## src/acstx_pkg.sv

```systemverilog
// constants shared by the converter back end: register map, fields, timing
package acstx_pkg;
   // ----------------------------------------------------------------
   // register offsets
   // ----------------------------------------------------------------
   localparam logic [3:0] ADDR_MODE = 4'h0;
   localparam logic [3:0] ADDR_INPUT_CLOCK_DIVIDE_RATIO = 4'h1;
   localparam logic [3:0] ADDR_FORMAT = 4'h2;
   localparam logic [3:0] ADDR_FRAMES = 4'h3;
   localparam logic [3:0] ADDR_TEST = 4'h4;
   localparam logic [3:0] ADDR_DRIVER = 4'h5;
   localparam logic [3:0] ADDR_RAMP = 4'h6;
   localparam logic [3:0] ADDR_STATUS = 4'h7;
   localparam logic [3:0] ADDR_SYSREF = 4'h8;
   // ----------------------------------------------------------------
   // field positions and reset values
   // ----------------------------------------------------------------
   localparam int BIT_PWRDN = 0;
   localparam int BIT_OFFBIN = 0;
   localparam int BIT_SCRAMBLE = 1;
   localparam int BIT_GATE = 0;
   localparam int SWING_LSB = 0;
   localparam int DEEMPH_LSB = 3;
   localparam logic [1:0] INPUT_CLOCK_DIVIDE_RATIO_RST = 2'h0;
   localparam logic [4:0] FRAMES_RST = 5'h1F;
   localparam logic [4:0] FRAMES_MIN = 5'h08;
   localparam logic [7:0] RAMP_RST = 8'h01;
   // ----------------------------------------------------------------
   // link symbols
   // ----------------------------------------------------------------
   localparam logic [7:0] SYM_K28_5 = 8'hBC;
   localparam logic [7:0] SYM_D21_5 = 8'hB5;
   localparam logic [7:0] SYM_K28_0 = 8'h1C;
   localparam logic [7:0] SYM_K28_3 = 8'h7C;
   localparam logic [7:0] SYM_K28_4 = 8'h9C;
   localparam logic [1:0] ILA_MFRAMES = 2'h3;
   // ----------------------------------------------------------------
   // timing, in sampling clock cycles, power-up time also in ms
   // ----------------------------------------------------------------
   localparam int PWRUP_CYC = 8400000;
   localparam int CAL_CYC = 1000000;
   localparam int HOST_WAIT_CYC = 1500000;
   localparam real PWRUP_MS_AT_250M = 33.6;
   // ----------------------------------------------------------------
   // types
   // ----------------------------------------------------------------
   typedef enum logic [2:0] {
      CAL_WAITVALID = 3'b000,
      CAL_DELAY = 3'b001,
      CAL_RUN = 3'b010,
      CAL_READY = 3'b011,
      CAL_PWRDN = 3'b100
   } acstx_cal_t;
   typedef enum logic [1:0] {
      LNK_CGS = 2'b00,
      LNK_ILA = 2'b01,
      LNK_DATA = 2'b10
   } acstx_link_t;
   typedef enum logic [2:0] {
      TST_OFF = 3'b000,
      TST_D215 = 3'b001,
      TST_K285 = 3'b010,
      TST_ILA = 3'b011,
      TST_PRBS7 = 3'b100,
      TST_PRBS15 = 3'b101,
      TST_PRBS23 = 3'b110,
      TST_RAMP = 3'b111
   } acstx_test_t;
endpackage

```

## src/acstx_backend.sv

```systemverilog
// calibration sequencer, sample formatter and single-lane link framer
`timescale 1ns/10ps
`default_nettype none
module acstx_backend #(
   parameter int PWRUP_CYCLES = acstx_pkg::PWRUP_CYC,
   parameter int CAL_CYCLES = acstx_pkg::CAL_CYC
) (
   input wire logic clk,
   input wire logic srst,
   input wire logic [3:0] regAddr,
   input wire logic [7:0] regWdata,
   input wire logic regWr,
   input wire logic regRd,
   output logic [7:0] regRdata,
   input wire logic supplyOk,
   input wire logic clockOk,
   input wire logic sysrefPin,
   input wire logic syncN,
   input wire logic [13:0] coreSample,
   output logic coreCalibrating,
   output logic corePowerDown,
   output logic sampleEn,
   output logic [15:0] txWord,
   output logic [1:0] txCtrl,
   output logic txValid,
   output logic [2:0] outputSwingSetting,
   output logic [2:0] deemphasisSetting,
   output logic lmfcPulse
);
   import acstx_pkg::*;

   // ----------------------------------------------------------------
   // registers written by software
   // ----------------------------------------------------------------
   logic pwrDn_q;
   logic [1:0] inputClockDivideRatio_q;
   logic offBin_q;
   logic scrEn_q;
   logic [4:0] frames_q;
   acstx_test_t test_q;
   logic [7:0] rampStep_q;
   logic gateEn_q;
   logic divWrite;
   logic wrHit;

   assign wrHit = regWr;
   assign divWrite = regWr && (regAddr == ADDR_INPUT_CLOCK_DIVIDE_RATIO);

   always_ff @(posedge clk) begin
      if (srst) begin
         pwrDn_q <= 1'b0;
         inputClockDivideRatio_q <= INPUT_CLOCK_DIVIDE_RATIO_RST;
         offBin_q <= 1'b0;
         scrEn_q <= 1'b0;
         frames_q <= FRAMES_RST;
         test_q <= TST_OFF;
         rampStep_q <= RAMP_RST;
         gateEn_q <= 1'b0;
         outputSwingSetting <= 3'h0;
         deemphasisSetting <= 3'h0;
      end else if (wrHit) begin
         case (regAddr)
            ADDR_MODE: pwrDn_q <= regWdata[BIT_PWRDN];
            ADDR_INPUT_CLOCK_DIVIDE_RATIO: inputClockDivideRatio_q <= regWdata[1:0];
            ADDR_FORMAT: begin
               offBin_q <= regWdata[BIT_OFFBIN];
               scrEn_q <= regWdata[BIT_SCRAMBLE];
            end
            // frame count below the minimum is clamped
            ADDR_FRAMES: frames_q <= (regWdata[4:0] < FRAMES_MIN) ?
               FRAMES_MIN : regWdata[4:0];
            ADDR_TEST: test_q <= acstx_test_t'(regWdata[2:0]);
            ADDR_DRIVER: begin
               // both codes span 0..7, 0 meaning no de-emphasis
               outputSwingSetting <= regWdata[SWING_LSB +: 3];
               deemphasisSetting <= regWdata[DEEMPH_LSB +: 3];
            end
            ADDR_RAMP: rampStep_q <= regWdata;
            ADDR_SYSREF: gateEn_q <= regWdata[BIT_GATE];
            default: ;
         endcase
      end
   end

   // ----------------------------------------------------------------
   // pin synchronisers: a change counts once stages two and three agree
   // ----------------------------------------------------------------
   logic [3:0] pinIn;
   logic [3:0] syA_q;
   logic [3:0] syB_q;
   logic [3:0] syC_q;
   logic [3:0] pin_q;

   assign pinIn = {syncN, sysrefPin, clockOk, supplyOk};

   generate
      for (genvar g = 0; g < 4; g++) begin : gSync
         always_ff @(posedge clk) begin
            if (srst) begin
               syA_q[g] <= 1'b0;
               syB_q[g] <= 1'b0;
               syC_q[g] <= 1'b0;
               pin_q[g] <= 1'b0;
            end else begin
               syA_q[g] <= pinIn[g];
               syB_q[g] <= syA_q[g];
               syC_q[g] <= syB_q[g];
               if (syB_q[g] == syC_q[g]) begin
                  pin_q[g] <= syC_q[g];
               end
            end
         end
      end
   endgenerate

   logic suppliesValid;
   logic sysrefLvl;
   logic syncedHigh;
   logic sysrefOld_q;
   logic sysrefEdge;

   assign suppliesValid = pin_q[0] && pin_q[1];
   assign sysrefLvl = pin_q[2];
   assign syncedHigh = pin_q[3];
   // any rising edge counts, so one-shot, pulsed and periodic all work
   assign sysrefEdge = sysrefLvl && !sysrefOld_q && gateEn_q;

   always_ff @(posedge clk) begin
      if (srst) begin
         sysrefOld_q <= 1'b0;
      end else begin
         sysrefOld_q <= sysrefLvl;
      end
   end

   // ----------------------------------------------------------------
   // sample clock divider: 1, 2, 4 or 8 device clocks per sample
   // ----------------------------------------------------------------
   logic [2:0] divCnt_q;
   logic [2:0] divLast;

   always_comb begin
      case (inputClockDivideRatio_q)
         2'h0: divLast = 3'h0;
         2'h1: divLast = 3'h1;
         2'h2: divLast = 3'h3;
         default: divLast = 3'h7;
      endcase
   end

   always_ff @(posedge clk) begin
      if (srst || divWrite) begin
         divCnt_q <= 3'h0;
         sampleEn <= 1'b0;
      end else begin
         sampleEn <= (divCnt_q == divLast);
         divCnt_q <= (divCnt_q == divLast) ? 3'h0 : divCnt_q + 3'h1;
      end
   end

   // ----------------------------------------------------------------
   // calibration sequencer, counts in sampling clock cycles
   // ----------------------------------------------------------------
   acstx_cal_t cal_q;
   logic [23:0] calCnt_q;
   logic calDone_q;

   always_ff @(posedge clk) begin
      if (srst) begin
         cal_q <= CAL_WAITVALID;
         calCnt_q <= 24'h000000;
         calDone_q <= 1'b0;
         coreCalibrating <= 1'b0;
         corePowerDown <= 1'b0;
      end else begin
         case (cal_q)
            CAL_WAITVALID: begin
               calCnt_q <= 24'h000000;
               if (suppliesValid) begin
                  cal_q <= CAL_DELAY;
               end
            end
            CAL_DELAY: begin
               if (sampleEn) begin
                  calCnt_q <= calCnt_q + 24'h000001;
               end
               if (sampleEn && calCnt_q == 24'(PWRUP_CYCLES - 1)) begin
                  cal_q <= CAL_RUN;
                  calCnt_q <= 24'h000000;
                  coreCalibrating <= 1'b1;
                  calDone_q <= 1'b0;
               end
            end
            CAL_RUN: begin
               if (sampleEn) begin
                  calCnt_q <= calCnt_q + 24'h000001;
               end
               if (pwrDn_q) begin
                  cal_q <= CAL_PWRDN;
                  coreCalibrating <= 1'b0;
                  corePowerDown <= 1'b1;
               end else if (sampleEn &&
                            calCnt_q == 24'(CAL_CYCLES - 1)) begin
                  cal_q <= CAL_READY;
                  coreCalibrating <= 1'b0;
                  calDone_q <= 1'b1;
               end
            end
            CAL_READY: begin
               if (pwrDn_q) begin
                  cal_q <= CAL_PWRDN;
                  corePowerDown <= 1'b1;
               end
            end
            CAL_PWRDN: begin
               calDone_q <= 1'b0;
               calCnt_q <= 24'h000000;
               // return to normal operation recalibrates
               if (!pwrDn_q) begin
                  cal_q <= CAL_RUN;
                  corePowerDown <= 1'b0;
                  coreCalibrating <= 1'b1;
               end
            end
            default: cal_q <= CAL_WAITVALID;
         endcase
      end
   end

   // ----------------------------------------------------------------
   // sample formatting ahead of framing and scrambling
   // ----------------------------------------------------------------
   logic [15:0] fmtSample;

   // 14 bits left-justified in 16, tail bits zero; msb flip gives offset
   assign fmtSample = {coreSample[13] ^ offBin_q, coreSample[12:0],
      2'b00};

   // ----------------------------------------------------------------
   // frame and multiframe counters, realigned by sysref
   // ----------------------------------------------------------------
   logic [4:0] frameCnt_q;
   logic mfEnd;

   assign mfEnd = (frameCnt_q == frames_q);

   always_ff @(posedge clk) begin
      if (srst || divWrite) begin
         frameCnt_q <= 5'h00;
         lmfcPulse <= 1'b0;
      end else if (sysrefEdge) begin
         frameCnt_q <= 5'h00;
         lmfcPulse <= 1'b0;
      end else if (sampleEn) begin
         frameCnt_q <= mfEnd ? 5'h00 : frameCnt_q + 5'h01;
         lmfcPulse <= mfEnd;
      end else begin
         lmfcPulse <= 1'b0;
      end
   end

   // ----------------------------------------------------------------
   // link state: code group sync, lane alignment, data
   // ----------------------------------------------------------------
   acstx_link_t link_q;
   logic [1:0] mfCnt_q;

   always_ff @(posedge clk) begin
      if (srst || divWrite) begin
         link_q <= LNK_CGS;
         mfCnt_q <= 2'h0;
      end else if (!syncedHigh) begin
         link_q <= LNK_CGS;
         mfCnt_q <= 2'h0;
      end else if (sampleEn) begin
         case (link_q)
            LNK_CGS: begin
               if (mfEnd) begin
                  link_q <= LNK_ILA;
               end
            end
            LNK_ILA: begin
               if (mfEnd) begin
                  mfCnt_q <= mfCnt_q + 2'h1;
                  if (mfCnt_q == ILA_MFRAMES && test_q != TST_ILA) begin
                     link_q <= LNK_DATA;
                  end
               end
            end
            LNK_DATA: ;
            default: link_q <= LNK_CGS;
         endcase
      end
   end

   // ----------------------------------------------------------------
   // test sources and scrambler
   // ----------------------------------------------------------------
   logic [15:0] prbsWord;
   logic [15:0] ramp_q;
   logic [14:0] scr_q;
   logic [14:0] scrNext;
   logic [15:0] scrWord;

   acstx_prbs uPrbs (
      .clk(clk),
      .srst(srst),
      .restart(divWrite),
      .step(sampleEn),
      .poly(test_q[1:0]),
      .word(prbsWord)
   );

   always_ff @(posedge clk) begin
      if (srst || link_q != LNK_DATA) begin
         ramp_q <= 16'h0000;
      end else if (sampleEn) begin
         ramp_q <= ramp_q + {8'h00, rampStep_q};
      end
   end

   // self-synchronous 1 + x^14 + x^15, msb first
   always_comb begin
      scrNext = scr_q;
      scrWord = 16'h0000;
      for (int i = 15; i >= 0; i--) begin
         scrWord[i] = fmtSample[i] ^ scrNext[13] ^ scrNext[14];
         scrNext = {scrNext[13:0], scrWord[i]};
      end
   end

   always_ff @(posedge clk) begin
      if (srst || link_q != LNK_DATA) begin
         scr_q <= 15'h0000;
      end else if (sampleEn && scrEn_q) begin
         scr_q <= scrNext;
      end
   end

   // ----------------------------------------------------------------
   // lane word select; lane polarity is never inverted, and there is
   // no idle or transport test mode to choose
   // ----------------------------------------------------------------
   logic [15:0] wordD;
   logic [1:0] ctrlD;

   always_comb begin
      wordD = fmtSample;
      ctrlD = 2'b00;
      case (test_q)
         TST_D215: begin
            wordD = {SYM_D21_5, SYM_D21_5};
         end
         TST_K285: begin
            wordD = {SYM_K28_5, SYM_K28_5};
            ctrlD = 2'b11;
         end
         TST_PRBS7, TST_PRBS15, TST_PRBS23: begin
            wordD = prbsWord;
         end
         default: begin
            if (link_q == LNK_CGS) begin
               wordD = {SYM_K28_5, SYM_K28_5};
               ctrlD = 2'b11;
            end else if (link_q == LNK_ILA) begin
               // alignment data is never scrambled
               wordD = {3'h0, frameCnt_q, 6'h00, mfCnt_q};
               if (frameCnt_q == 5'h00) begin
                  wordD[15:8] = SYM_K28_0;
                  ctrlD[1] = 1'b1;
                  if (mfCnt_q == 2'h1) begin
                     wordD[7:0] = SYM_K28_4;
                     ctrlD[0] = 1'b1;
                  end
               end
               if (mfEnd) begin
                  wordD[7:0] = SYM_K28_3;
                  ctrlD[0] = 1'b1;
               end
            end else if (test_q == TST_RAMP) begin
               wordD = ramp_q;
            end else if (scrEn_q) begin
               wordD = scrWord;
            end
         end
      endcase
   end

   always_ff @(posedge clk) begin
      if (srst) begin
         txWord <= 16'h0000;
         txCtrl <= 2'b00;
         txValid <= 1'b0;
      end else begin
         txValid <= sampleEn;
         if (sampleEn) begin
            txWord <= wordD;
            txCtrl <= ctrlD;
         end
      end
   end

   // ----------------------------------------------------------------
   // read port: data one cycle after the strobe, unmapped reads zero
   // ----------------------------------------------------------------
   always_ff @(posedge clk) begin
      if (srst) begin
         regRdata <= 8'h00;
      end else if (regRd) begin
         case (regAddr)
            ADDR_MODE: regRdata <= {7'h00, pwrDn_q};
            ADDR_INPUT_CLOCK_DIVIDE_RATIO: regRdata <= {6'h00, inputClockDivideRatio_q};
            ADDR_FORMAT: regRdata <= {6'h00, scrEn_q, offBin_q};
            ADDR_FRAMES: regRdata <= {3'h0, frames_q};
            ADDR_TEST: regRdata <= {5'h00, test_q};
            ADDR_DRIVER: regRdata <= {2'h0, deemphasisSetting,
               outputSwingSetting};
            ADDR_RAMP: regRdata <= rampStep_q;
            ADDR_STATUS: regRdata <= {4'h0, syncedHigh,
               link_q == LNK_DATA, coreCalibrating, calDone_q};
            ADDR_SYSREF: regRdata <= {7'h00, gateEn_q};
            default: regRdata <= 8'h00;
         endcase
      end else begin
         regRdata <= 8'h00;
      end
   end
endmodule
`default_nettype wire

```

## src/acstx_prbs.sv

```systemverilog
// prbs 7/15/23 generator, 16 bits per step
`timescale 1ns/10ps
`default_nettype none
module acstx_prbs (
   input wire logic clk,
   input wire logic srst,
   input wire logic restart,
   input wire logic step,
   input wire logic [1:0] poly,
   output logic [15:0] word
);
   import acstx_pkg::*;

   logic [22:0] state_q;
   logic [22:0] state_d;
   logic [15:0] word_d;
   logic fb;

   // ----------------------------------------------------------------
   // sixteen serial shifts per word, msb sent first
   // ----------------------------------------------------------------
   always_comb begin
      state_d = state_q;
      word_d = 16'h0000;
      fb = 1'b0;
      for (int i = 15; i >= 0; i--) begin
         case (poly)
            2'h0: fb = state_d[6] ^ state_d[5];
            2'h1: fb = state_d[14] ^ state_d[13];
            default: fb = state_d[22] ^ state_d[17];
         endcase
         word_d[i] = fb;
         state_d = {state_d[21:0], fb};
      end
   end

   always_ff @(posedge clk) begin
      if (srst || restart) begin
         state_q <= 23'h7FFFFF;
         word <= 16'h0000;
      end else if (step) begin
         state_q <= state_d;
         word <= word_d;
      end
   end
endmodule
`default_nettype wire

```

## config.mk

```make
export PLATFORM = sky130hd
export DESIGN_NAME = acstx_backend
export DESIGN_NICKNAME = d
export VERILOG_FILES = /design/src/acstx_pkg.sv /design/src/acstx_backend.sv /design/src/acstx_prbs.sv
export SDC_FILE = /design/constraint.sdc
export NUM_CORES = 1
export LEC_CHECK = 0
export BUFFER_PORTS_ARGS = -buffer_cell sky130_fd_sc_hd__buf_4
export CAP_MARGIN = 30
export CORE_MARGIN = 2
export CORE_UTILIZATION = 43
export CTS_CLUSTER_DIAMETER = 40
export DETAILED_ROUTE_END_ITERATION = 12
export SYNTH_ARGS = -nofsm -noshare
export SYNTH_HDL_FRONTEND = slang
export SYNTH_SLANG_ARGS = --single-unit
```

## constraint.sdc

```tcl
create_clock -name clk -period 4.6 [get_ports clk]
set_input_delay 0.69 -clock clk [delete_from_list [all_inputs] [get_ports clk]]
set_output_delay 0.69 -clock clk [all_outputs]
set_load 0.02 [all_outputs]
```

; ---- Word-level counts from Yosys, hierarchy flattened
; Cells that the tools add are included.
[word_totals]
reg_bits = 186
input_bits = 34
output_inout_bits = 37
word_cells = 276
[classes]
add_sub_neg = 5
order_cmp = 1
eq_ne = 46
muxes = 60
bitwise_logic = 75
reduce_logical = 43
[ops]
columns = operator, count
row1 = 24-bit one-hot mux with 3 select lines, 1
row2 = 8-bit one-hot mux with 9 select lines, 1
row3 = 1-bit bitwise XOR, 71
row4 = 16-bit two-way mux, 4
row5 = 24-bit two-way mux, 2
row6 = 16-bit one-hot mux with 3 select lines, 1
row7 = 1-bit one-hot mux with 2 select lines, 17
row8 = "24-bit by 1-bit adder with 24-bit output, second input constant", 1
row9 = "24-bit by 20-bit == test with 1-bit output, second input constant", 1
row10 = "24-bit == test, second input constant", 1
row11 = "2-bit != test, second input constant", 10
row12 = 3-bit two-way mux, 6
row13 = 16-bit by 8-bit adder with 16-bit output, 1
row14 = "4-bit by 3-bit == test with 1-bit output, second input constant", 4
row15 = 8-bit two-way mux, 2
row16 = 2-bit AND reduction, 8
row17 = "3-bit == test, second input constant", 5
row18 = 3-bit one-hot mux with 5 select lines, 1
row19 = 13-bit two-way mux, 1
row20 = 2-bit two-way mux, 6
row21 = 2-bit OR reduction, 6
row22 = 1-bit two-way mux, 11
row23 = 5-bit two-way mux, 2
row24 = 5-bit AND reduction, 2
row25 = other kinds (35), 65

; ---- Logic depth before layout (Yosys ltp)
; Gate-level depths: netlist (run 1).
[logic_depth]
depth_word = 9
mapped_depth = 9
ltp_nobuf = 9

; ---- Cells and area by module
; From an unflattened synthesis (run 1), not the netlist that was laid out.
[hier_totals]
cells_unflattened = 1167
area_unflattened_um2 = 9783.1
[by_module_without_submodules]
columns = mod, n_inst, cells_each, area_each_um2, seq_area_each_um2
row1 = acstx_backend, 1, 908, 7574.8, 2942.8
row2 = acstx_prbs, 1, 259, 2208.4, 780.7

; ---- Worst setup path before layout (run 1)
; No wires, ideal clock.
[synth_path]
path_kind = input to register
start = input port regAddr[2]
end = register rampStep_q[0]
setup_time_ns = 0.120
arrival_ns = 1.991
t_required_ns = 4.480
slack_ns = 2.489
cell_stages = 6
path_buffers = 2
cell_sequence = buf_2 -> nor2b_1 -> and3_1 -> clkbuf_1 -> nor2b_1 -> a211o_1
[synth_between]
elab_chain_cells = 2
[synth_lines]
columns = element, line_no
row1 = start: declaration, acstx_backend.sv:10  ; input wire logic [3:0] regAddr,
row2 = 4-bit by 3-bit == test with 1-bit output, acstx_backend.sv:62  ; case (regAddr)
row3 = 2-bit AND reduction (no line), --
row4 = end signal: assignment, acstx_backend.sv:78  ; ADDR_RAMP: rampStep_q <= regWdata;
row5 = end: declaration, acstx_backend.sv:41  ; logic [7:0] rampStep_q;
; Every way passes these cells.
; A chain may end at the register's enable or synchronous reset.

; ---- Worst setup path after layout (run 1)
[layout_path]
start = register rampStep_q[0]
end = register ramp_q[14]
[layout_between]
elab_chain_cells = 1
[layout_lines]
columns = element, line_no
row1 = 16-bit by 8-bit adder with 16-bit output, acstx_backend.sv:318  ; ramp_q <= ramp_q + {8'h00, rampStep_q};
row2 = end signal: assignment, acstx_backend.sv:318
row3 = end: declaration, acstx_backend.sv:300  ; logic [15:0] ramp_q;
; Every way passes these cells.

==> summary.md, run 1 <==
| Metric | Value |
|---|---|
| Run status | complete, no violations |
| Syn_nets | 1176 |
| Clock root buffer | clkbuf_16 |
| N_diodes | 0 |
| Die Y | 151.5 um |
| Hold path depth | 1 |
| Setup crit start kind | flop |
| Tmin final | 2.409 ns |
| Maximum vdd drop | 191.3 uV |
| Unrepaired setup endpoints after global routing | false |
| Mapped Area | 9349 sq um |
| Asr flop ratio synth | 0 |
| Post-Route Skew | 0.008889 ns |
| Die area | 22940 sq um |
| Clock-pin slew on the worst setup and hold paths | 0.07 ns |
| Max-slew violations | 0 |
| CP max stage cell | a21boi_0 |
| Ys flop type | dfxtp_1 |
| Vias in the first global route | 7311 |
| DRT iter0 DRCs | 549 |
| Post-synthesis sequential area ratio | 0.3983 |
| All-Layer GR Usage | 0.2089 |
| R2R depth | 9 |
| Initial Util | 0.4419 |
| Buf+Inv Stages, Crit Path | 1 |
| Layout cells sized above 1 | 0.1079 |
| Total Wirelength | 23.12 mm |
| Final setup vio count | 0 |
| First-pass GRT wire length | 38.00 mm |
| Initial antenna violation count | 0 |
| Layout Nets | 1195 |
| PortBufs | 70 |
| Number of H-tree branching levels | 4 |
| Router iterations before antenna repair | 5 |
| Register-to-register setup slack | 2.19 ns |
| R2R Path Start | rampStep_q[0]$_SDFFE_PP1P_ |
| Site Rows | 53 |
| Routed Antenna Nets | 0 |
| Critical Path RT | 4.89 ns |
| Top-area cell type share of the netlist area | 0.3983 |
| Clk buf depth | 2 |
| Crit Path Max Fanout | 6 |
| I/O pins | 71 |
| Grt total ovfl | 0 |
| Worst-Skew Late Latency | 0.44 ns |
| Core ar. | 21150 sq um |
| Max-cap violation count | 0 |
| Cell Pwr Density | 359.4 nW/um^2 |
| Hold buffers post-CTS | 0 |
| Synthesis warning total | 0 |
| CTS Buf Count | 17 |
| DP HPWL | 16.26 mm |
| Placer Congestion | 0.8469 |
| Crit-path max cell delay | 0.53 ns |
| EDFF count, synth | 0 |
| Hold path start | syA_q[3]$_SDFF_PP0_ |
| Netlist cell types | 68 |
| Crit Reg-Reg Endpoint | ramp_q[14]$_SDFFE_PP0P_ |
| Largest area contributor in the synthesized netlist | dfxtp_1 |
| Top cells by area, synth | dfxtp_1, xor2_1, nor2_1 |
| Avg WL per Cell | 16.13 um |
| CP arrival | 2.70 ns |
| Pin count of the biggest net entering global routing | 58 |
| Post-CTS setup buffer count | 0 |
| Synth-to-layout area growth | 12.87% |
| Maximum clock rate | 415.1 MHz |
| Final Power | 3793 uW |
| DRC | 0 |
| Final setup TNS | 0 ns |
| Worst-path cell chain | ha_1 -> inv_1 -> fa_1 -> nor2b_1 -> o21ai_0 -> a21boi_0 -> o2111ai_1 -> xor2_1 -> nor2_1 |
| CP startpoint | rampStep_q[0]$_SDFFE_PP1P_ |
| Hold Fails Final Rpt | 0 |
| Static Leakage | 0.004016 uW |
| FF+latch count, synth | 186 |
| Cell count after synthesis | 1126 |
| Worst Hold Endpoint | syB_q[3]$_SDFF_PP0_ |
| Mapped Avg Cell Area | 8.303 sq um |
| Crit path max-delay family | compound AO/OA/AOI/OAI gates |
| TritonCTS clock tree | built |
| Critical Path Sink Type | flop |
| Die width | 151.5 um |
| CTS Sinks | 186 |
| Routed vias | 7781 |
| CTS resizes | 0 |
| Final-layout fill cell count | 2024 |
| Post-detailed-route via-to-cell ratio | 5.430 |
| Final worst-path cycle share | 0.5237 |
| Type of the most critical hold path | reg -> reg |
| Kind of critical path | reg -> reg |
| Max-slew headroom | 0.4090 |
| Worst slew pin tran | 0.8843 ns |
==> cell usage in the layout, fill, tap and decap left out, types with 6 or more instances in the layout <==
cell,instances
dfxtp_1,185
nor2_1,176
nand2_1,100
buf_4,78
xor2_1,76
a21oi_1,68
o21ai_0,53
xnor2_1,52
mux2i_1,45
nand3_1,34
nor2b_1,27
nor3_1,22
a211oi_1,21
inv_1,18
clkbuf_16,17
and3_1,15
ha_1,15
nand4_1,12
a211o_1,10
or3_1,10
o211ai_1,9
o21a_1,6
==> cells in the mapped netlist (3+ instances only) <==
master	instances
a31oi_1	6
nor3_1	22
ha_1	15
buf_1	8
a2111oi_0	3
and3_1	15
a211oi_1	21
dfxtp_1	186
and2_1	5
inv_1	18
o2111ai_1	4
xor2_1	76
a22oi_1	5
nor2_1	176
nand4_1	12
xnor2_1	52
o211ai_1	9
nor3b_1	5
o21ai_0	53
nor2b_1	27
clkbuf_1	59
a21oi_1	68
or3_1	10
nand3_1	34
buf_2	8
mux2i_1	45
a211o_1	10
mux2_2	4
a221oi_1	4
nor4_1	4
o21a_1	6
nand2b_1	5
nand2_1	100
==> per-layer routing <==
layer  up-vias  track usage  part of all wire
met5         -            0                 0
met2       161       0.3419              0.47
met3        24      0.03593             0.041
met1      3682       0.2877              0.47
li1       3914            -                 -
met4         0      0.05000             0.014
==> cells by family after synthesis <==
group,share of synthesized area
simple gates,0.2108
compound gates,0.1483
flops,0.3983
xor+xnor,0.1199
buf+inv,0.04269
mux,0.05781
fa+ha+maj,0.02222
==> registers in the layout, indices dropped and copies added, names as in the netlist, 8 cells and up <==
| register | cells |
|---|---|
| uPrbs.word | 16 |
| regRdata | 8 |
| ramp_q | 16 |
| txWord | 16 |
| calCnt_q | 24 |
| uPrbs.state_q | 23 |
| rampStep_q | 8 |
| scr_q | 15 |
==> worst max-delay path by stage <==
stage	endpoint	slack, ns	cells past startpoint
after floorplan	rampStep_q[0]$_SDFFE_PP1P_	2.49	6
after global placement	ramp_q[5]$_SDFFE_PP0P_	2.14	5
after detailed placement	ramp_q[5]$_SDFFE_PP0P_	2.16	5
after CTS	txWord[7]$_SDFFE_PP0P_	2.14	6
after global routing	calCnt_q[12]$_SDFFE_PP0P_	1.95	6
final	ramp_q[14]$_SDFFE_PP0P_	2.19	9
==> final cells by class <==
| type | count | area, sq um | area share |
|---|---|---|---|
| clock buffers | 17 | 425.4 | 0.04031 |
| clock inverters | 15 | 155.1 | 0.01470 |
| inverters | 20 | 75.07 | 0.007114 |
| multi-input cells | 841 | 5233 | 0.4959 |
| flip-flops and latches | 186 | 3727 | 0.3532 |
| well taps | 275 | 344.1 | 0.03261 |
| repair buffers | 79 | 593.1 | 0.05620 |
==> report_power, final <==
group          switching (uW)  internal [uW]
Combinational             282            234
Sequential                113           1690
Clock                     702            770
Total                    1100           2700
==> stage by stage <==
| stage | hold slack, ns | std cells | cell area (sq um) | setup slack, ns | utilization |
|---|---|---|---|---|---|
| 6_report | 0.4382 | 1433 | 10550 | 2.191 | 0.4988 |
| 5_1_grt | 0.4487 | 1433 | 10550 | 1.954 | 0.4988 |
| 4_1_cts | 0.4414 | 1432 | 10550 | 2.136 | 0.4985 |
| 3_5_place_dp | 0.4234 | 1400 | 9965 | 2.158 | 0.4710 |
| 3_3_place_gp | 0.4159 | 1400 | 9965 | 2.140 | 0.4710 |
| 2_1_floorplan | 0.4138 | 1126 | 9349 | 2.489 | - |
(Power assumes the default switching activity.)
==> inputs of run 2 (changes only) <==
--- a/config.mk
+++ b/config.mk
@@ -5,6 +5,7 @@
 export SDC_FILE = /design/constraint.sdc
 export NUM_CORES = 1
 export LEC_CHECK = 0
+export ABC_AREA = 1
 export BUFFER_PORTS_ARGS = -buffer_cell sky130_fd_sc_hd__buf_4
 export CAP_MARGIN = 30
 export CORE_MARGIN = 2
==> constraint.sdc (replaced) <==
create_clock -name clk -period 2 [get_ports clk]
set_input_delay 0.3 -clock clk [delete_from_list [all_inputs] [get_ports clk]]
set_output_delay 0.3 -clock clk [all_outputs]
set_load 0.02 [all_outputs]
==> run 2 against run 1 <==
Effect of this change:
- first-iteration DRC count rose by 11%
- wire length rose by 18%
- highest routed layer unchanged
- clock-buffer cell count rose by 3
- via count rose by 16%
- register-to-register slack got worse by 2.1 ns
- power rose to 2.6 times the previous value
- fmax rose by 23%
==> summary.md, run 2 <==
| Metric | Value |
|---|---|
| Run status | complete, no violations |
| Synthesis warning total | 0 (unchanged) |
| Syn_nets | 1412 (+20%) |
| Cell count after synthesis | 1362 (+21%) |
| Asr flop ratio synth | 0 (unchanged) |
| Worst-path cell chain | ha_4 -> inv_2 -> fa_2 -> nand3b_1 -> nand2_1 -> a21oi_2 -> nor2_1 -> o21ai_1 -> a21oi_1 -> buf_4 -> nand3_2 -> nand2_1 -> a21oi_1 |
| Critical Path Sink Type | flop |
| Commonest cells after routing, fill and taps aside | nand2_1, inv_1, dfxtp_1, nor2_1, buf_4 |
| Max reg flops | 24 (unchanged) |
| Top-area cell type share of the netlist area | 0.3901 (-0.008196) |
| FF+latch count, synth | 186 (unchanged) |
| Total Wirelength | 27.22 mm (+18%) |
| Layout cells sized above 1 | 0.1403 (+0.03238) |
| Clock root buffer | clkbuf_16 |
| Mapped Area | 9545 sq um (+2.1%) |
| Die area | 23410 sq um (+2.0%) |
| I/O pins | 71 (unchanged) |
| Final Util | 0.5179 (+0.01904) |
| Critical Path RT | 2.34 ns (-2.55 ns) |
| Count leader, synth | nand2_1 |
| Met3 GRT Util | 0.04621 (+0.01029) |
| CP max stage cell | dfxtp_2 |
| Crit-path max cell delay | 0.35 ns (-0.18 ns) |
| Clock-pin slew on the worst setup and hold paths | 0.07 ns (about the same) |
| Die Y | 153.0 um (+1.0%) |
| Initial Util | 0.4374 (-0.004555) |
| Maximum clock rate | 511.2 MHz (+23%) |
| Post-Route Skew | 0.01346 ns (+0.004574 ns) |
| Post-synthesis sequential area ratio | 0.3901 (-0.008196) |
| Worst-Skew Late Latency | 0.44 ns (about the same) |
| Static Leakage | 0.004980 uW (+24%) |
| GR peak layer | met2 |
| Number of H-tree branching levels | 4 (unchanged) |
| Register-to-register setup slack | 0.04 ns (-2.15 ns) |
| Netlist cell types | 48 (-29%) |
| Hold buffers post-CTS | 0 (unchanged) |
| Clk buf depth | 2 (unchanged) |
| Kind of critical path | reg -> reg |
| Max-slew headroom | 0.6035 (+0.1945) |
| Largest registers | calCnt_q x24, uPrbs.state_q x23 |
| Grt total ovfl | 0 (unchanged) |
| EDFF count, synth | 0 (unchanged) |
| Max-cap violation count | 0 (unchanged) |
| Routed vias | 9001 (+16%) |
| Leading cell type in the layout, fill and taps excluded | nand2_1 |
| Footprint of the multi-input gates | 4942 sq um (-5.5%) |
| Top reg by flops | calCnt_q |
| Routed Antenna Nets | 0 (unchanged) |
| All-Layer GR Usage | 0.2339 (+0.02501) |
| Cell Pwr Density | 862.6 nW/um^2 (+140%) |
| Placer Congestion | 0.9108 (+7.5%) |
| NetSw | 3077 uW (+180%) |
| Die width | 153.0 um (+1.0%) |
| CP arrival | 2.29 ns (-0.41 ns) |
| Met2 Use GR | 0.3728 (+0.03098) |
| Router iterations before antenna repair | 5 (unchanged) |
| Clock power frac | 0.365 (-0.023) |
| Vias in the first global route | 8552 (+17%) |
| Tmin final | 1.956 ns (-0.4531 ns) |
| Pin count of the biggest net entering global routing | 37 (-36%) |
| Type of the most critical hold path | in -> reg |
| Reg area | 3730 sq um (about the same) |
| Seq pwr share | 0.426 (-0.050) |
| Final-layout fill cell count | 2171 (+7.3%) |
| Largest area contributor in the synthesized netlist | dfxtp_1 |
| Setup crit start kind | flop |
| Ys flop type | dfxtp_1 |
| CTS Buf Count | 17 (unchanged) |
| Top cells by area, synth | dfxtp_1, nand2_1, inv_1 |
| PortBufs | 70 (unchanged) |
| Global Route met1 Usage | 0.3211 (+0.03339) |
| Final setup vio count | 0 (unchanged) |
| Synth-to-layout area growth | 18.40% |
| Initial antenna violation count | 0 (unchanged) |
| Post-detailed-route via-to-cell ratio | 5.149 (-5.2%) |
| Post-synth top cells | nand2_1, inv_1, dfxtp_1 |
| Max-slew violations | 0 (unchanged) |
| DRC | 0 (unchanged) |
| Final worst-path cycle share | 0.9781 (+0.4543) |
| Crit Path Max Fanout | 5 (-1) |
| Site Rows | 54 (+1.9%) |
| CTS Sinks | 186 (unchanged) |
| Unrepaired setup endpoints after global routing | true |
| Worst slew pin tran | 0.5911 ns (-0.2932 ns) |
| Layout Nets | 1505 (+26%) |
| Maximum vdd drop | 516.8 uV (+170%) |
| First-pass GRT wire length | 44.06 mm (+16%) |
| TritonCTS clock tree | built |
| Avg WL per Cell | 15.57 um (-3.5%) |
| DP HPWL | 20.38 mm (+25%) |
| Sw Share | 0.3156 (+0.02628) |
| Hold Fails Final Rpt | 0 (unchanged) |
| Final setup TNS | 0 ns (unchanged) |
| Comb power frac | 0.210 (+0.074) |
| N_diodes | 0 (unchanged) |
| Int Pwr | 6672 uW (+150%) |
| Core ar. | 21820 sq um (+3.2%) |
| DRT iter0 DRCs | 608 (+11%) |
| Final Power | 9749 uW (+160%) |
| Mapped Avg Cell Area | 7.008 sq um (-16%) |
run 2: final timing paths:
path                                             start                 endpoint  cells past startpoint
worst min-delay path                           clockOk      syA_q[1]$_SDFF_PP0_                      3
worst max register to register  ramp_q[0]$_SDFFE_PP0P_  ramp_q[14]$_SDFFE_PP0P_                     13
worst max-delay path            ramp_q[0]$_SDFFE_PP0P_  ramp_q[14]$_SDFFE_PP0P_                     13
worst min register to register     syA_q[0]$_SDFF_PP0_      syB_q[0]$_SDFF_PP0_                      2
run 2: stage by stage:
step | setup slack (ns) | cells | cell area, sq um | hold WS (ns)
after CTS | 0.01260 | 1745 | 11200 | 0.05085
final | 0.04390 | 1748 | 11300 | 0.05766
after global routing | -0.1393 | 1748 | 11300 | 0.04915
after detailed placement | -0.03764 | 1713 | 10580 | 0.3960
after global placement | 0.005498 | 1713 | 10580 | 0.3904
after floorplan | 0.02469 | 1362 | 9545 | 0.3883
run 2: layout make-up:
class,instances,area share
multi-input cells,933,0.4373
flip-flops and latches,186,0.3300
repair buffers,121,0.08259
inverters,196,0.06509
clock buffers,20,0.03952
well taps,280,0.03100
clock inverters,12,0.01450
run 2: kinds of logic (layout without fill, tap and decap cells):
| logic type | Yosys count | count (layout) | share of synthesized area |
|---|---|---|---|
| adder cells (fa/ha/maj) | 16 | 16 | 0.02176 |
| buffers and inverters | 243 | 349 | 0.1007 |
| AND/OR/NAND/NOR | 545 | 545 | 0.2445 |
| AO/OA/AOI/OAI | 304 | 304 | 0.1806 |
| flip-flops | 186 | 186 | 0.3901 |
| XOR/XNOR | 68 | 68 | 0.06239 |
run 2: what timing repair did:
action,4_1_cts,5_1_grt
pin swaps,1,9
buffers inserted,0,3
setup endpoints to repair,4,17
resized for setup,3,22
run 2: power by group through the flow:
stage,clock network [uW],logic [uW],registers (uW)
6_report,3550,2050,4150
3_5_place_dp,0,2020,4230
4_1_cts,3610,2030,4140
5_1_grt,3780,2300,4180
3_3_place_gp,0,2000,4230
2_1_floorplan,0,1350,4240
run 2: per-layer routing:
layer	vias to the layer above	wire, um
met3	34	1226
met1	4136	13050
met4	0	581
li1	4629	-
met5	-	0
met2	202	12360
run 2: worst max-delay path, delay by kind of cell (launching register included):
| kind | cells | cell delay [ns] |
|---|---|---|
| AOI/OAI and AO/OA | 4 | 0.34 |
| adders and majority gates | 2 | 0.48 |
| DFF | 1 | 0.35 |
| and+or+nand+nor | 5 | 0.47 |
| buffers and inverters | 2 | 0.19 |
==> inputs of run 3 (changes only) <==
--- a/config.mk
+++ b/config.mk
@@ -12,6 +12,7 @@
 export CORE_UTILIZATION = 43
 export CTS_CLUSTER_DIAMETER = 40
 export DETAILED_ROUTE_END_ITERATION = 12
+export PLACE_DENSITY = 0.72
 export SYNTH_ARGS = -nofsm -noshare
 export SYNTH_HDL_FRONTEND = slang
 export SYNTH_SLANG_ARGS = --single-unit
==> run 3 against run 2 <==
Effect of this change:
- fmax fell by 1.4%
- hold slack got worse by 0.0018 ns
- clock skew fell by 0.0041 ns
- highest routed layer unchanged
==> summary.md, run 3 (same netlist as run 2, synthesis figures left out) <==
| Metric | Value |
|---|---|
| Kind of critical path | reg -> reg |
| Routed Antenna Nets | 0 (unchanged) |
| Die width | 153.0 um (unchanged) |
| All-Layer GR Usage | 0.2245 (-0.009366) |
| Site Rows | 54 (unchanged) |
| CTS Buf Count | 17 (unchanged) |
| TritonCTS clock tree | built |
| Hold path depth | 3 (unchanged) |
| Max-cap violation count | 0 (unchanged) |
| Leading cell type in the layout, fill and taps excluded | nand2_1 |
| CP max stage cell | fa_2 |
| Clock-pin slew on the worst setup and hold paths | 0.07 ns (about the same) |
| Maximum clock rate | 504.1 MHz (-1.4%) |
| Max reg flops | 24 (unchanged) |
| N_diodes | 0 (unchanged) |
| Pin count of the biggest net entering global routing | 64 (+73%) |
| Final setup vio count | 0 (unchanged) |
| DR WL met3 | 1.272 mm (+3.8%) |
| R2R depth | 13 (unchanged) |
| I/O pins | 71 (unchanged) |
| Final Power | 9511 uW (-2.4%) |
| Placer Congestion | 0.9693 (+6.4%) |
| DR top layer | met4 |
| Buf+Inv Stages, Crit Path | 2 (unchanged) |
| Crit Path Max Fanout | 5 (unchanged) |
| Maximum vdd drop | 454.3 uV (-12%) |
| Static Leakage | 0.004940 uW (-0.80%) |
| Final instance area | 11230 sq um (-0.68%) |
| Max-slew headroom | 0.6133 (+0.009842) |
| Router iterations before antenna repair | 6 (+1) |
| Cell Pwr Density | 847.2 nW/um^2 (-1.8%) |
| CP arrival | 2.31 ns (+0.02 ns) |
| Tmin final | 1.984 ns (+0.02773 ns) |
| Crit-path max cell delay | 0.34 ns (about the same) |
| Die area | 23410 sq um (unchanged) |
| Placed Area | 10550 sq um (-0.28%) |
| Clk buf depth | 2 (unchanged) |
| Initial Util | 0.4374 (unchanged) |
| Crit path max-delay family | adder cells |
| Synth-to-layout area growth | 17.60% |
| Worst-Skew Late Latency | 0.44 ns (about the same) |
| DP HPWL | 19.55 mm (-4.1%) |
| First-pass GRT wire length | 42.66 mm (-3.2%) |
| Type of the most critical hold path | in -> reg |
| Placed insts | 1709 (-0.23%) |
| DRC | 0 (unchanged) |
| Setup crit start kind | flop |
| WHS | 0.05590 ns (-0.001763 ns) |
| Max-slew violations | 0 (unchanged) |
| Run status | complete, no violations |
| Number of H-tree branching levels | 4 (unchanged) |
| DP Worst Slack | -0.1035 ns (-0.06588 ns) |
| Clock root buffer | clkbuf_16 |
| Commonest cells after routing, fill and taps aside | nand2_1, inv_1, dfxtp_1, nor2_1, buf_4 |
| Die Y | 153.0 um (unchanged) |
| Hold Fails Final Rpt | 0 (unchanged) |
| Post-Route Skew | 0.009373 ns (-0.004090 ns) |
| Total Wirelength | 26.44 mm (-2.9%) |
| Initial antenna violation count | 0 (unchanged) |
| CP Depth | 13 (unchanged) |
| Core ar. | 21820 sq um (unchanged) |
| DRT iter0 DRCs | 617 (+1.5%) |
| Worst slew pin tran | 0.5765 ns (-0.01467 ns) |
| Grt total ovfl | 0 (unchanged) |
| Critical Path RT | 2.33 ns (about the same) |
| CTS Sinks | 186 (unchanged) |
| Final setup margin | 0.01617 ns (-0.02773 ns) |
| Unrepaired setup endpoints after global routing | true |
| Critical Path Sink Type | flop |
| PortBufs | 70 (unchanged) |
| Worst-path cell chain | ha_1 -> inv_2 -> fa_2 -> nand3b_1 -> nand2_1 -> a21oi_2 -> nor2_1 -> o21ai_1 -> a21oi_1 -> buf_4 -> nand3_1 -> nand2_1 -> a21oi_1 |
| Largest registers | calCnt_q x24, uPrbs.state_q x23 |
| Vias in the first global route | 8661 (+1.3%) |
| Layout Nets | 1500 (-0.33%) |
| Routed vias | 9155 (+1.7%) |
| Top reg by flops | calCnt_q |
| Final-layout fill cell count | 2161 (-0.46%) |
| Final worst-path cycle share | 0.9919 (+0.01386) |
| Layout Cells excl Fill | 1743 (-0.29%) |
| Avg WL per Cell | 15.17 um (-2.6%) |
| Layout cells sized above 1 | 0.1394 (-0.0008875) |
| Met2 wire length | 13.03 mm (+5.4%) |
| Post-detailed-route via-to-cell ratio | 5.252 (+2.0%) |
| Metal-1 WL | 11.19 mm (-14%) |
==> run 3: cell count changes in the layout (fill, tap and decap cells not counted), moves of 3 or more <==
cell,before,now
bufinv_16,3,0
nand2_2,7,10
nand2_1,252,249
clkinvlp_4,3,0
inv_6,2,6
inv_8,1,4
buf_4,119,113
==> run 3: cell type report <==
cell class                      count  area (sq um)  area share
Clock buffer                       19         442.9     0.03946
Tap cell                          280         350.3     0.03121
Inverter                          196         738.2     0.06576
Sequential cell                   186          3731      0.3324
Multi-Input combinational cell    933          4943      0.4404
Timing Repair Buffer              116         899.6     0.08014
Clock inverter                     13         120.1     0.01070
==> run 3: path summary, 6_finish.rpt <==
path | start | to | slack, ns
worst max-delay path | rampStep_q[0]$_SDFFE_PP1P_ | ramp_q[14]$_SDFFE_PP0P_ | 0.02
worst max register to register | rampStep_q[0]$_SDFFE_PP1P_ | ramp_q[14]$_SDFFE_PP0P_ | 0.02
worst min-delay path | syncN | syA_q[3]$_SDFF_PP0_ | 0.06
worst min register to register | syA_q[2]$_SDFF_PP0_ | syB_q[2]$_SDFF_PP0_ | 0.39
==> run 3: tightest hold or removal path, cell delays in order <==
cell    delay, ns
buf_4        0.07
inv_1        0.03
nor2_1       0.06
==> run 3: metal layers <==
metal | GRT usage | vias to the layer above
li1 | - | 4637
met1 | 0.2713 | 4188
met2 | 0.3910 | 260
met3 | 0.04111 | 70
met4 | 0.09744 | 0
met5 | 0 | -
==> run 3: power breakdown <==
part,switching (uW),leakage (uW),internal (uW)
clock network,1600,0.000281,1680
logic,1340,0.00314,714
registers,222,0.00152,3950
==> run 3: per-stage QoR <==
step                      setup TNS, ns    util
after global placement        -0.008854  0.4835
after CTS                             0  0.5097
after detailed placement        -0.2160  0.4835
after global routing            -0.2686  0.5144
after floorplan                       0       -
final                                 0  0.5144
==> run 3: what timing repair did <==
action	4_1_cts	5_1_grt
buffers inserted	0	2
gates resized for setup	6	25
hold buffers	0	0
setup endpoints to repair	6	24
hold endpoints to repair	0	0
pin swaps	1	7
